### src/logic/rom_link_pkg.sv
// shared constants and types for the identity/command front end
// assumes a bit-level slot engine delivers sampled bits and command bytes
package rom_link_pkg;

  localparam int unsigned ID_BITS     = 64;
  localparam int unsigned FAMILY_BITS = 8;
  localparam int unsigned SERIAL_BITS = 48;
  localparam int unsigned BODY_BITS   = 56;
  localparam int unsigned CHECK_BITS  = 8;

  localparam logic [7:0] CRC_INIT = 8'h00;
  localparam logic [7:0] CRC_POLY = 8'h8c;   // x^8+x^5+x^4+1, reflected for lsb-first

  // identity-level command codes
  localparam logic [7:0] CMD_READ_ID     = 8'h33;
  localparam logic [7:0] CMD_MATCH_ID    = 8'h55;
  localparam logic [7:0] CMD_SEARCH_ID   = 8'hf0;
  localparam logic [7:0] CMD_COND_SEARCH = 8'hec;
  localparam logic [7:0] CMD_SKIP_ID     = 8'hcc;
  localparam logic [7:0] CMD_OD_SKIP     = 8'h3c;
  localparam logic [7:0] CMD_OD_MATCH    = 8'h69;
  localparam logic [7:0] CMD_RESUME      = 8'ha5;

  // linear address map
  localparam logic [15:0] SRAM_BASE   = 16'h0000;
  localparam logic [15:0] SRAM_END    = 16'h01ff;
  localparam logic [15:0] REGPG_BASE  = 16'h0200;
  localparam logic [15:0] REGPG_END   = 16'h023f;
  localparam logic [15:0] ROREG_BASE  = 16'h020c;
  localparam logic [15:0] ROREG_END   = 16'h020f;
  localparam logic [15:0] STAT_BASE   = 16'h0214;
  localparam logic [15:0] STAT_END    = 16'h0215;
  localparam logic [15:0] CNT_BASE    = 16'h021f;
  localparam logic [15:0] CNT_END     = 16'h022f;
  localparam logic [15:0] PWD_BASE    = 16'h0230;
  localparam logic [15:0] PWD_END     = 16'h023f;
  localparam logic [15:0] CAL_BASE    = 16'h0240;
  localparam logic [15:0] CAL_END     = 16'h027f;
  localparam logic [15:0] LOG_BASE    = 16'h1000;
  localparam logic [15:0] LOG_END     = 16'h2fff;

  typedef enum logic [3:0] {
    ID_NONE, ID_READ, ID_MATCH, ID_SEARCH, ID_COND, ID_SKIP, ID_ODSKIP, ID_ODMATCH, ID_RESUME
  } id_cmd_t;

  typedef struct packed {
    logic       valid;
    logic [7:0] data;
  } byte_strobe_t;

  typedef struct packed {
    logic        valid;
    logic        write;
    logic [15:0] addr;
  } mem_req_t;

  typedef struct packed {
    logic ok;
    logic denied;
    logic mapped;
  } mem_ans_t;

endpackage

### src/logic/crc8_serial.sv
// serial crc8 engine, one bit per bit_valid while ce is high
// assumes caller presents bits lsb first
`timescale 1ns/1ps
module crc8_serial
  import rom_link_pkg::*;
(
  // clock and control
  input  wire logic       clk,
  input  wire logic       srst,
  input  wire logic       ce,
  input  wire logic       clear,
  // bit stream
  input  wire logic       bit_valid,
  input  wire logic       bit_in,
  // result
  output logic [7:0] crc,
  output logic       zero
);

  logic       fb;
  logic [7:0] next_crc;

  assign fb       = crc[0] ^ bit_in;
  assign next_crc = (crc >> 1) ^ (fb ? CRC_POLY : CRC_INIT);

  always_ff @(posedge clk) begin
    if (srst) begin
      crc <= CRC_INIT;
    end else if (ce) begin
      if (clear) begin
        crc <= CRC_INIT;
      end else if (bit_valid) begin
        crc <= next_crc;
      end
    end
  end

  assign zero = (crc == CRC_INIT);
endmodule

### src/logic/id_front_end.sv
// identity code, command hierarchy, speed switch and memory access guard
// assumes a slot engine supplies command bytes, id bit requests, and access requests; only bus_reset_pin sync'd here
// Operation
// - hold fixed 64-bit family, serial, check code
// - check value is crc8 x^8+x^5+x^4+1
// - crc starts zero, family lsb first
// - shifting check bits in gives zero
// - recognise all eight identity-level commands
// - overdrive command at standard speed enters overdrive
// - memory commands only after identity command
// - all bytes travel lsb first
// - memory except id and scratchpad linear
// - sram, register pages, calibration, logging regions
// - logging, counters, some registers read only
// - mission blocks writes to register pages
// - passwords writable, never readable
`timescale 1ns/1ps
module id_front_end
  import rom_link_pkg::*;
(
  // clock, reset, enable
  input  wire logic         clk,
  input  wire logic         srst,
  input  wire logic         ce,
  // bus events from the slot engine (pin domain)
  input  wire logic         bus_reset_pin,
  input  wire byte_strobe_t cmd_byte,
  input  wire logic         id_cmd_done,
  input  wire logic         id_cmd_fail,
  // identity bit stream out, one bit per request
  input  wire logic         id_bit_req,
  output logic              id_bit,
  output logic              id_bit_valid,
  output logic              id_crc_ok,
  // mission state from the logging engine
  input  wire logic         mission_active,
  // memory access guard
  input  wire mem_req_t     mem_req,
  output mem_ans_t          mem_ans,
  // status
  output logic              overdrive,
  output logic              mem_cmds_open,
  output logic [3:0]        id_cmd_code
);

  // arbitrary family/serial values, fixed at build
  parameter logic [FAMILY_BITS-1:0] FAMILY_CODE = 8'h5a;
  parameter logic [SERIAL_BITS-1:0] SERIAL_NUM  = 48'h0123456789ab;

  // crc over body evaluated at elaboration so the stored code is self-consistent
  function automatic logic [7:0] crc_of(input logic [BODY_BITS-1:0] body);
    logic [7:0] c;
    c = CRC_INIT;
    for (int i = 0; i < BODY_BITS; i++) begin
      c = (c >> 1) ^ ((c[0] ^ body[i]) ? CRC_POLY : CRC_INIT);
    end
    return c;
  endfunction

  function automatic logic in_range(input logic [15:0] a, input logic [15:0] lo, input logic [15:0] hi);
    return (a >= lo) && (a <= hi);
  endfunction

  localparam logic [BODY_BITS-1:0] ID_BODY  = {SERIAL_NUM, FAMILY_CODE};
  localparam logic [ID_BITS-1:0]   ID_CODE  = {crc_of(ID_BODY), ID_BODY};

  // bus reset arrives from the pin side
  logic bus_rst_meta;
  logic bus_rst_sync;
  always_ff @(posedge clk) begin
    if (srst) begin
      bus_rst_meta <= 1'b0;
      bus_rst_sync <= 1'b0;
    end else if (ce) begin
      bus_rst_meta <= bus_reset_pin;
      bus_rst_sync <= bus_rst_meta;
    end
  end

  typedef enum logic [1:0] {WAIT_ID, IN_ID, MEM_OPEN} phase_t;
  phase_t phase;
  phase_t next_phase;

  id_cmd_t decoded;
  logic    is_od_cmd;
  logic    cmd_known;

  assign decoded = (cmd_byte.data == CMD_READ_ID)     ? ID_READ    :
                   (cmd_byte.data == CMD_MATCH_ID)    ? ID_MATCH   :
                   (cmd_byte.data == CMD_SEARCH_ID)   ? ID_SEARCH  :
                   (cmd_byte.data == CMD_COND_SEARCH) ? ID_COND    :
                   (cmd_byte.data == CMD_SKIP_ID)     ? ID_SKIP    :
                   (cmd_byte.data == CMD_OD_SKIP)     ? ID_ODSKIP  :
                   (cmd_byte.data == CMD_OD_MATCH)    ? ID_ODMATCH :
                   (cmd_byte.data == CMD_RESUME)      ? ID_RESUME  : ID_NONE;
  assign cmd_known = (decoded != ID_NONE);
  assign is_od_cmd = (id_cmd_t'(id_cmd_code) == ID_ODSKIP) || (id_cmd_t'(id_cmd_code) == ID_ODMATCH);

  always_comb begin
    next_phase = phase;
    case (phase)
      WAIT_ID: begin
        if (cmd_byte.valid && cmd_known) begin
          next_phase = IN_ID;
        end
      end
      IN_ID: begin
        if (id_cmd_fail) begin
          next_phase = WAIT_ID;
        end else if (id_cmd_done) begin
          next_phase = MEM_OPEN;
        end
      end
      default: begin
        next_phase = MEM_OPEN;
      end
    endcase
    if (bus_rst_sync) begin
      next_phase = WAIT_ID;
    end
  end

  always_ff @(posedge clk) begin
    if (srst) begin
      phase         <= WAIT_ID;
      id_cmd_code   <= 4'h0;
      mem_cmds_open <= 1'b0;
    end else if (ce) begin
      phase         <= next_phase;
      mem_cmds_open <= (next_phase == MEM_OPEN);
      if (phase == WAIT_ID && cmd_byte.valid && cmd_known) begin
        id_cmd_code <= 4'(decoded);
      end
    end
  end

  // overdrive holds once set; no bus_reset clears it, short or standard-length, so the
  // device keeps overdrive speed until srst returns it to standard speed
  always_ff @(posedge clk) begin
    if (srst) begin
      overdrive <= 1'b0;
    end else if (ce) begin
      if (phase == IN_ID && id_cmd_done && !id_cmd_fail && is_od_cmd && !overdrive) begin
        overdrive <= 1'b1;
      end
    end
  end

  // identity stream, lsb first, with running crc check
  logic [5:0] bit_idx;
  logic       crc_clear;
  logic       cur_bit;
  logic [7:0] crc_val;
  logic       crc_zero;

  assign cur_bit   = ID_CODE[bit_idx];
  assign crc_clear = bus_rst_sync;

  always_ff @(posedge clk) begin
    if (srst) begin
      bit_idx      <= 6'h00;
      id_bit       <= 1'b0;
      id_bit_valid <= 1'b0;
      id_crc_ok    <= 1'b0;
    end else if (ce) begin
      id_bit_valid <= id_bit_req && !bus_rst_sync;
      if (bus_rst_sync) begin
        bit_idx <= 6'h00;
      end else if (id_bit_req) begin
        id_bit  <= cur_bit;
        bit_idx <= bit_idx + 6'h01;
      end
      id_crc_ok <= crc_zero;
    end
  end

  crc8_serial u_crc (
    .clk       (clk),
    .srst      (srst),
    .ce        (ce),
    .clear     (crc_clear),
    .bit_valid (id_bit_req && !bus_rst_sync),
    .bit_in    (cur_bit),
    .crc       (crc_val),
    .zero      (crc_zero)
  );

  // access guard over the linear map
  logic a_sram, a_reg, a_cal, a_log, a_ro, a_pwd, mapped, deny;
  assign a_sram = in_range(mem_req.addr, SRAM_BASE, SRAM_END);
  assign a_reg  = in_range(mem_req.addr, REGPG_BASE, REGPG_END);
  assign a_cal  = in_range(mem_req.addr, CAL_BASE, CAL_END);
  assign a_log  = in_range(mem_req.addr, LOG_BASE, LOG_END);
  assign a_ro   = a_log || in_range(mem_req.addr, ROREG_BASE, ROREG_END) ||
                  in_range(mem_req.addr, STAT_BASE, STAT_END) || in_range(mem_req.addr, CNT_BASE, CNT_END);
  assign a_pwd  = in_range(mem_req.addr, PWD_BASE, PWD_END);
  assign mapped = a_sram || a_reg || a_cal || a_log;
  assign deny   = !mem_cmds_open || !mapped ||
                  (mem_req.write && a_ro) ||
                  (mem_req.write && a_reg && mission_active) ||
                  (!mem_req.write && a_pwd);

  always_ff @(posedge clk) begin
    if (srst) begin
      mem_ans <= '0;
    end else if (ce) begin
      mem_ans.ok     <= mem_req.valid && !deny;
      mem_ans.denied <= mem_req.valid && deny;
      mem_ans.mapped <= mem_req.valid && mapped;
    end
  end
endmodule

### config.mk
export PLATFORM = sky130hd
export DESIGN_NAME = id_front_end
export DESIGN_NICKNAME = d
export VERILOG_FILES = /design/src/logic/rom_link_pkg.sv /design/src/logic/crc8_serial.sv /design/src/logic/id_front_end.sv
export SDC_FILE = /design/constraint.sdc
export NUM_CORES = 1
export LEC_CHECK = 0
export ABC_AREA = 1
export CELL_PAD_IN_SITES_DETAIL_PLACEMENT = 1
export CELL_PAD_IN_SITES_GLOBAL_PLACEMENT = 2
export CORE_MARGIN = 3
export CORE_UTILIZATION = 35
export DETAILED_ROUTE_END_ITERATION = 16
export DONT_BUFFER_PORTS = 1
export PLACE_DENSITY = 0.9
export SLEW_MARGIN = 30
export SYNTH_ARGS = -nofsm -noshare
export SYNTH_HDL_FRONTEND = slang
export SYNTH_HIERARCHICAL = 1
export SYNTH_SLANG_ARGS = --single-unit
### constraint.sdc
create_clock -name clk -period 2.5 [get_ports clk]
set_input_delay 0.125 -clock clk [delete_from_list [all_inputs] [get_ports clk]]
set_output_delay 0.125 -clock clk [all_outputs]
set_load 0.01 [all_outputs]
Yosys cells after proc, flatten, opt, wreduce, memory -nomap -nowiden:

Memories as Yosys holds them, arrays and structs flattened. A register that Yosys moved wholly into a read port is not among the register bits.
Cells that the tools add are included.

* register bits: 30
* memory bits (read-only): 64
* logic and storage cells: 119
* memories: 1

Memories
* (no name shown): words 64, bits a word 1, read ports 1, clocked after Yosys merged registers in 1, wr ports 0, RTL line id_front_end.sv:156 `assign cur_bit = ID_CODE[bit_idx];`

* add/sub/neg operators: 1
* $lt $le $gt $ge: 16
* eq/ne operators: 12
* multiplexer cells: 21
* bitwise operators: 3
* reductions and logical operators: 51

Operators by type and width (number)
* 16-bit by 10-bit greater-or-equal comparator with 1-bit output (second input constant): 6
* 16-bit by 10-bit less-or-equal comparator with 1-bit output (second input constant): 5
* 8-bit equality test (second input constant): 4
* 4-bit two-way mux: 8
* 6-bit two-way mux: 4
* 8-bit two-way mux: 3
* 1-bit logical AND: 23
* 8-bit by 6-bit equality test with 1-bit output (second input constant): 2
* 8-bit by 7-bit equality test with 1-bit output (second input constant): 2
* 16-bit by 1-bit greater-or-equal comparator with 1-bit output (second input constant): 1
* 16-bit by 13-bit greater-or-equal comparator with 1-bit output (second input constant): 1
* 16-bit by 14-bit less-or-equal comparator with 1-bit output (second input constant): 1
* 16-bit by 9-bit less-or-equal comparator with 1-bit output (second input constant): 1
* 1-bit logical OR: 11
* 4-bit by 3-bit equality test with 1-bit output (second input constant): 2
* 8-bit zero test: 1
* 2-bit two-way mux: 4
* 2-bit AND reduction: 4
* 7-bit by 8-bit XOR with 8-bit output: 1
* 1-bit zero test: 7
* 6-bit by 7-bit < comparator with 1-bit output (second input constant): 1
* 6-bit by 1-bit adder with 6-bit output (second input constant): 1
* 2-bit case mux with 2 select lines: 1
* 2-bit nonzero test: 2
* 8 further kinds: 8

Logic depth before layout (Yosys ltp):

* depth in word-level cells: 15
* mapped depth: 13
* mapped depth without buffers: 13

Cells and area by module:

Netlist, hierarchy kept.

By module, submodules not included
* id_front_end: instances 1, cells each 279, area each 1665.3 sq um, seq. area each 460.4 sq um
* crc8_serial: instances 1, cells each 51, area each 355.3 sq um, seq. area each 160.2 sq um

Worst setup path after synthesis:

No wires, ideal clock.

* kind: register -> register
* start: register bus_rst_sync
* end: register, netlist name cur_bit
* setup time: 0.113 ns
* arrival time: 1.573 ns
* required time: 2.387 ns
* setup slack: 0.814 ns
* cell stages (with the launch flop): 13
* path buffers: 0
* period minus slack after synthesis: 1.686 ns
* path through: dfxtp_1 inv_2 nand3_4 inv_2 nand2_1 a21oi_2 inv_1 ha_1 nand3b_1 o21ai_1 a21oi_1 nand2_1 nand2_1

RTL lines
* from (decl): RTL line id_front_end.sv:69 `logic bus_rst_sync;`
* from (signal assigned): RTL line id_front_end.sv:76 `bus_rst_sync <= bus_rst_meta;`

==> summary.txt <==
CP required: 2.68 ns
vias per cell: 4.99
FFs w/ async S/R, synth: 0%
worst-path fanout max: 6
Max clock buf depth: 2
Peak VDD IR: 0.233 mV
Post-CTS Setup Repair Bufs: 0
post-route ant nets: 0
drt first pass iters: 4
critical-path cell list: inv_2 -> nand3_4 -> inv_2 -> nand2_1 -> a21oi_2 -> inv_1 -> ha_1 -> nand3b_1 -> o21ai_1 -> a21oi_1 -> nand2_1 -> nand2_1
Post-Route WL: 5.50 mm
H-tree depth: 2
FF-to-FF path depth: 12
flop-to-flop setup slack: 0.54 ns
clock slew at reported path FFs: 0.07 ns
crit path DAT: 2.14 ns
DR top layer: met4
clock root cell: clkbuf_8
hold path depth: 2
grt total ovfl: 0
Netlist Area Pre-Place: 2020 um2
commonest cells in the netlist: nand2_1 (103), nor2_1 (46), inv_1 (35)
Die Span Y: 82.0 um
synthesized instance count: 330
Initial Util: 36.5%
Slew headroom: 44.2%
via count: 2,037
placement row count: 27
hold-fix buffers at CTS: 3
period utilisation layout: 78.4%
Clock Skew: 0.00470 ns
hold_sp: ce
RSZ-0062 raised after global routing: no
Seq/Total Area, Yosys: 30.7%
setup_tns: 0 ns
worst setup path class: reg -> reg
placed cell areas: 2090 um2
# setup viols final: 0
gpl congestion: 0.791
Final min period: 1.96 ns
Hold Crit Endpoint: id_cmd_code[0]
CP startpoint kind: flip-flop
LEAKAGE: 0.968 nW
first-pass GRT wire length: 9.02 mm
largest family of logic cells by synthesized area: simple AND/OR/NAND/NOR gates
syn avg cell area: 6.12 um2
Syn Nets: 372
CP endpoint kind: flip-flop
max cap viols: 0
share of layout cells above drive strength 1: 9.52%
ant diodes: 0
post-synthesis simple-gate area fraction: 43.2%
io pins: 47
synth-to-layout area growth: 9.60%
CTS tree: built
number of library cell types mapped by synthesis: 28
total core area: 5540 um2
Worst-Margin Slew: 0.834 ns
Hold Worst Slack: 0.0107 ns
Crit path top cell by count: nand2_1
status: finished, final reports clean
Final Worst Setup Slack: 0.539 ns
cts repair resizes: 0
Post-DP HPWL: 4.46 mm
Yosys top cell by area: dfxtp_1
initial drt markers: 103
reg2reg start: bus_rst_sync
HP Class: in -> reg
#FFs+latches synth: 31
Final Slew Violations: 0
Yosys top cell area share: 30.7%
WL met3: 298 um
Residual DRC: 0
Post-Synth Adder-Cell Area: 4.33%
die area: 6720 um2
final net count: 377
CTS buffer count: 5
crit path max-delay cell type: dfxtp_1
Fmax: 0.510 GHz
initial antenna violation count: 0
worst skew pair latency: 0.29 ns
die width: 82.0 um
I/O Buffers: 0
PwrDens: 475 nW/um2
multiplexer share of the synthesized area: 0%
count leader, synth: nand2_1
drt wl/cell: 13.5 um
number of synthesized flops with an enable pin: 0
Clock Sinks: 31
number of global-route vias before repair: 2,013
warnings from Yosys: 6
post-synthesis compound-gate area fraction: 12.2%
final hold vios: 0
R2R Path End: cur_bit
largest cells by area after synthesis: dfxtp_1 (31%), nand2_1 (19%), nor2_1 (8.5%), inv_1 (6.5%), nand3_1 (5.9%)
largest net degree at the start of global routing: 22
DRT met1 WL: 2.58 mm
Max stage delay on crit path: 0.37 ns
pre-CTS setup slack: 0.553 ns
met2 wire len: 2.55 mm
Synth Flop Type: dfxtp_1
Global Route Usage Sum: 17.3%
XOR/XNOR share of the synthesized area: 0.433%
final instance area: 2210 um2
[flip-flops by register name, indices dropped and copies added (netlist names), 2 cells and up]
register     cells
id_cmd_code      4
bit_idx          6
phase            2
mem_ans          3
u_crc/crc        8
[kinds of logic after synthesis]
family | count (synthesis)
AND/OR/NAND/NOR | 201
buffers and inverters | 49
adder cells (fa/ha/maj) | 7
AO/OA/AOI/OAI | 41
XOR/XNOR | 1
flip-flops | 31
[placed cells by master (no fill, tap or decap), types with 4 or more instances in the layout]
master,n
ha_1,7
inv_1,35
nand2_2,4
inv_2,9
clkbuf_8,5
nand3_1,24
a21oi_1,22
nor3_1,5
nand2_1,103
nor2_1,46
nand4_1,9
o21ai_0,7
dfxtp_1,31
[cell type report]
cell class	instances	area, um2
clock buffers	5	68.8
clock inverters	3	23.8
fillers	771	3330
inverters	44	165
multi-input cells	250	1220
flip-flops and latches	31	621
well taps	72	90.1
repair buffers	3	30.0
[worst max-delay path by stage]
stage | cells after the start | endpoint | slack (ns) | from
floorplan | 12 | cur_bit | 0.81 | bus_rst_sync
detailed placement | 12 | cur_bit | 0.55 | bus_rst_sync
global placement | 12 | cur_bit | 0.66 | bus_rst_sync
CTS | 12 | cur_bit | 0.54 | bus_rst_sync
global route | 12 | cur_bit | 0.33 | bus_rst_sync
finish | 12 | cur_bit | 0.54 | bus_rst_sync
[per-layer routing]
metal	vias to the layer above	track usage [%]
met5	-	0
met4	0	5.48
met3	8	4.50
met2	43	27.9
met1	927	22.5
li1	1059	-
[through the flow]
stage	power, W	cells	util (%)
final	0.00105	408	40.0
after global routing	0.00111	408	40.0
after CTS	0.00107	408	40.0
after detailed placement	0.000645	397	37.8
after global placement	0.000641	397	37.8
after floorplan	0.000625	330	-
[worst max-delay path, delay by kind of cell, from the launching register on]
kind                     cells  cell delay [ns]
AO/OA/AOI/OAI                3             0.51
buffers and inverters        3             0.34
AND/OR/NAND/NOR              5             0.45
flip-flops                   1             0.37
adder cells (fa/ha/maj)      1             0.18
[where the power goes]
| part | total [W] | switching [W] | internal (W) |
|---|---|---|---|
| registers | 0.000519 | 0.0000130 | 0.000506 |
| clock network | 0.000408 | 0.000210 | 0.000199 |
| logic | 0.000124 | 0.0000816 | 0.0000422 |
No activity file was read; power rests on OpenSTA's default activity.
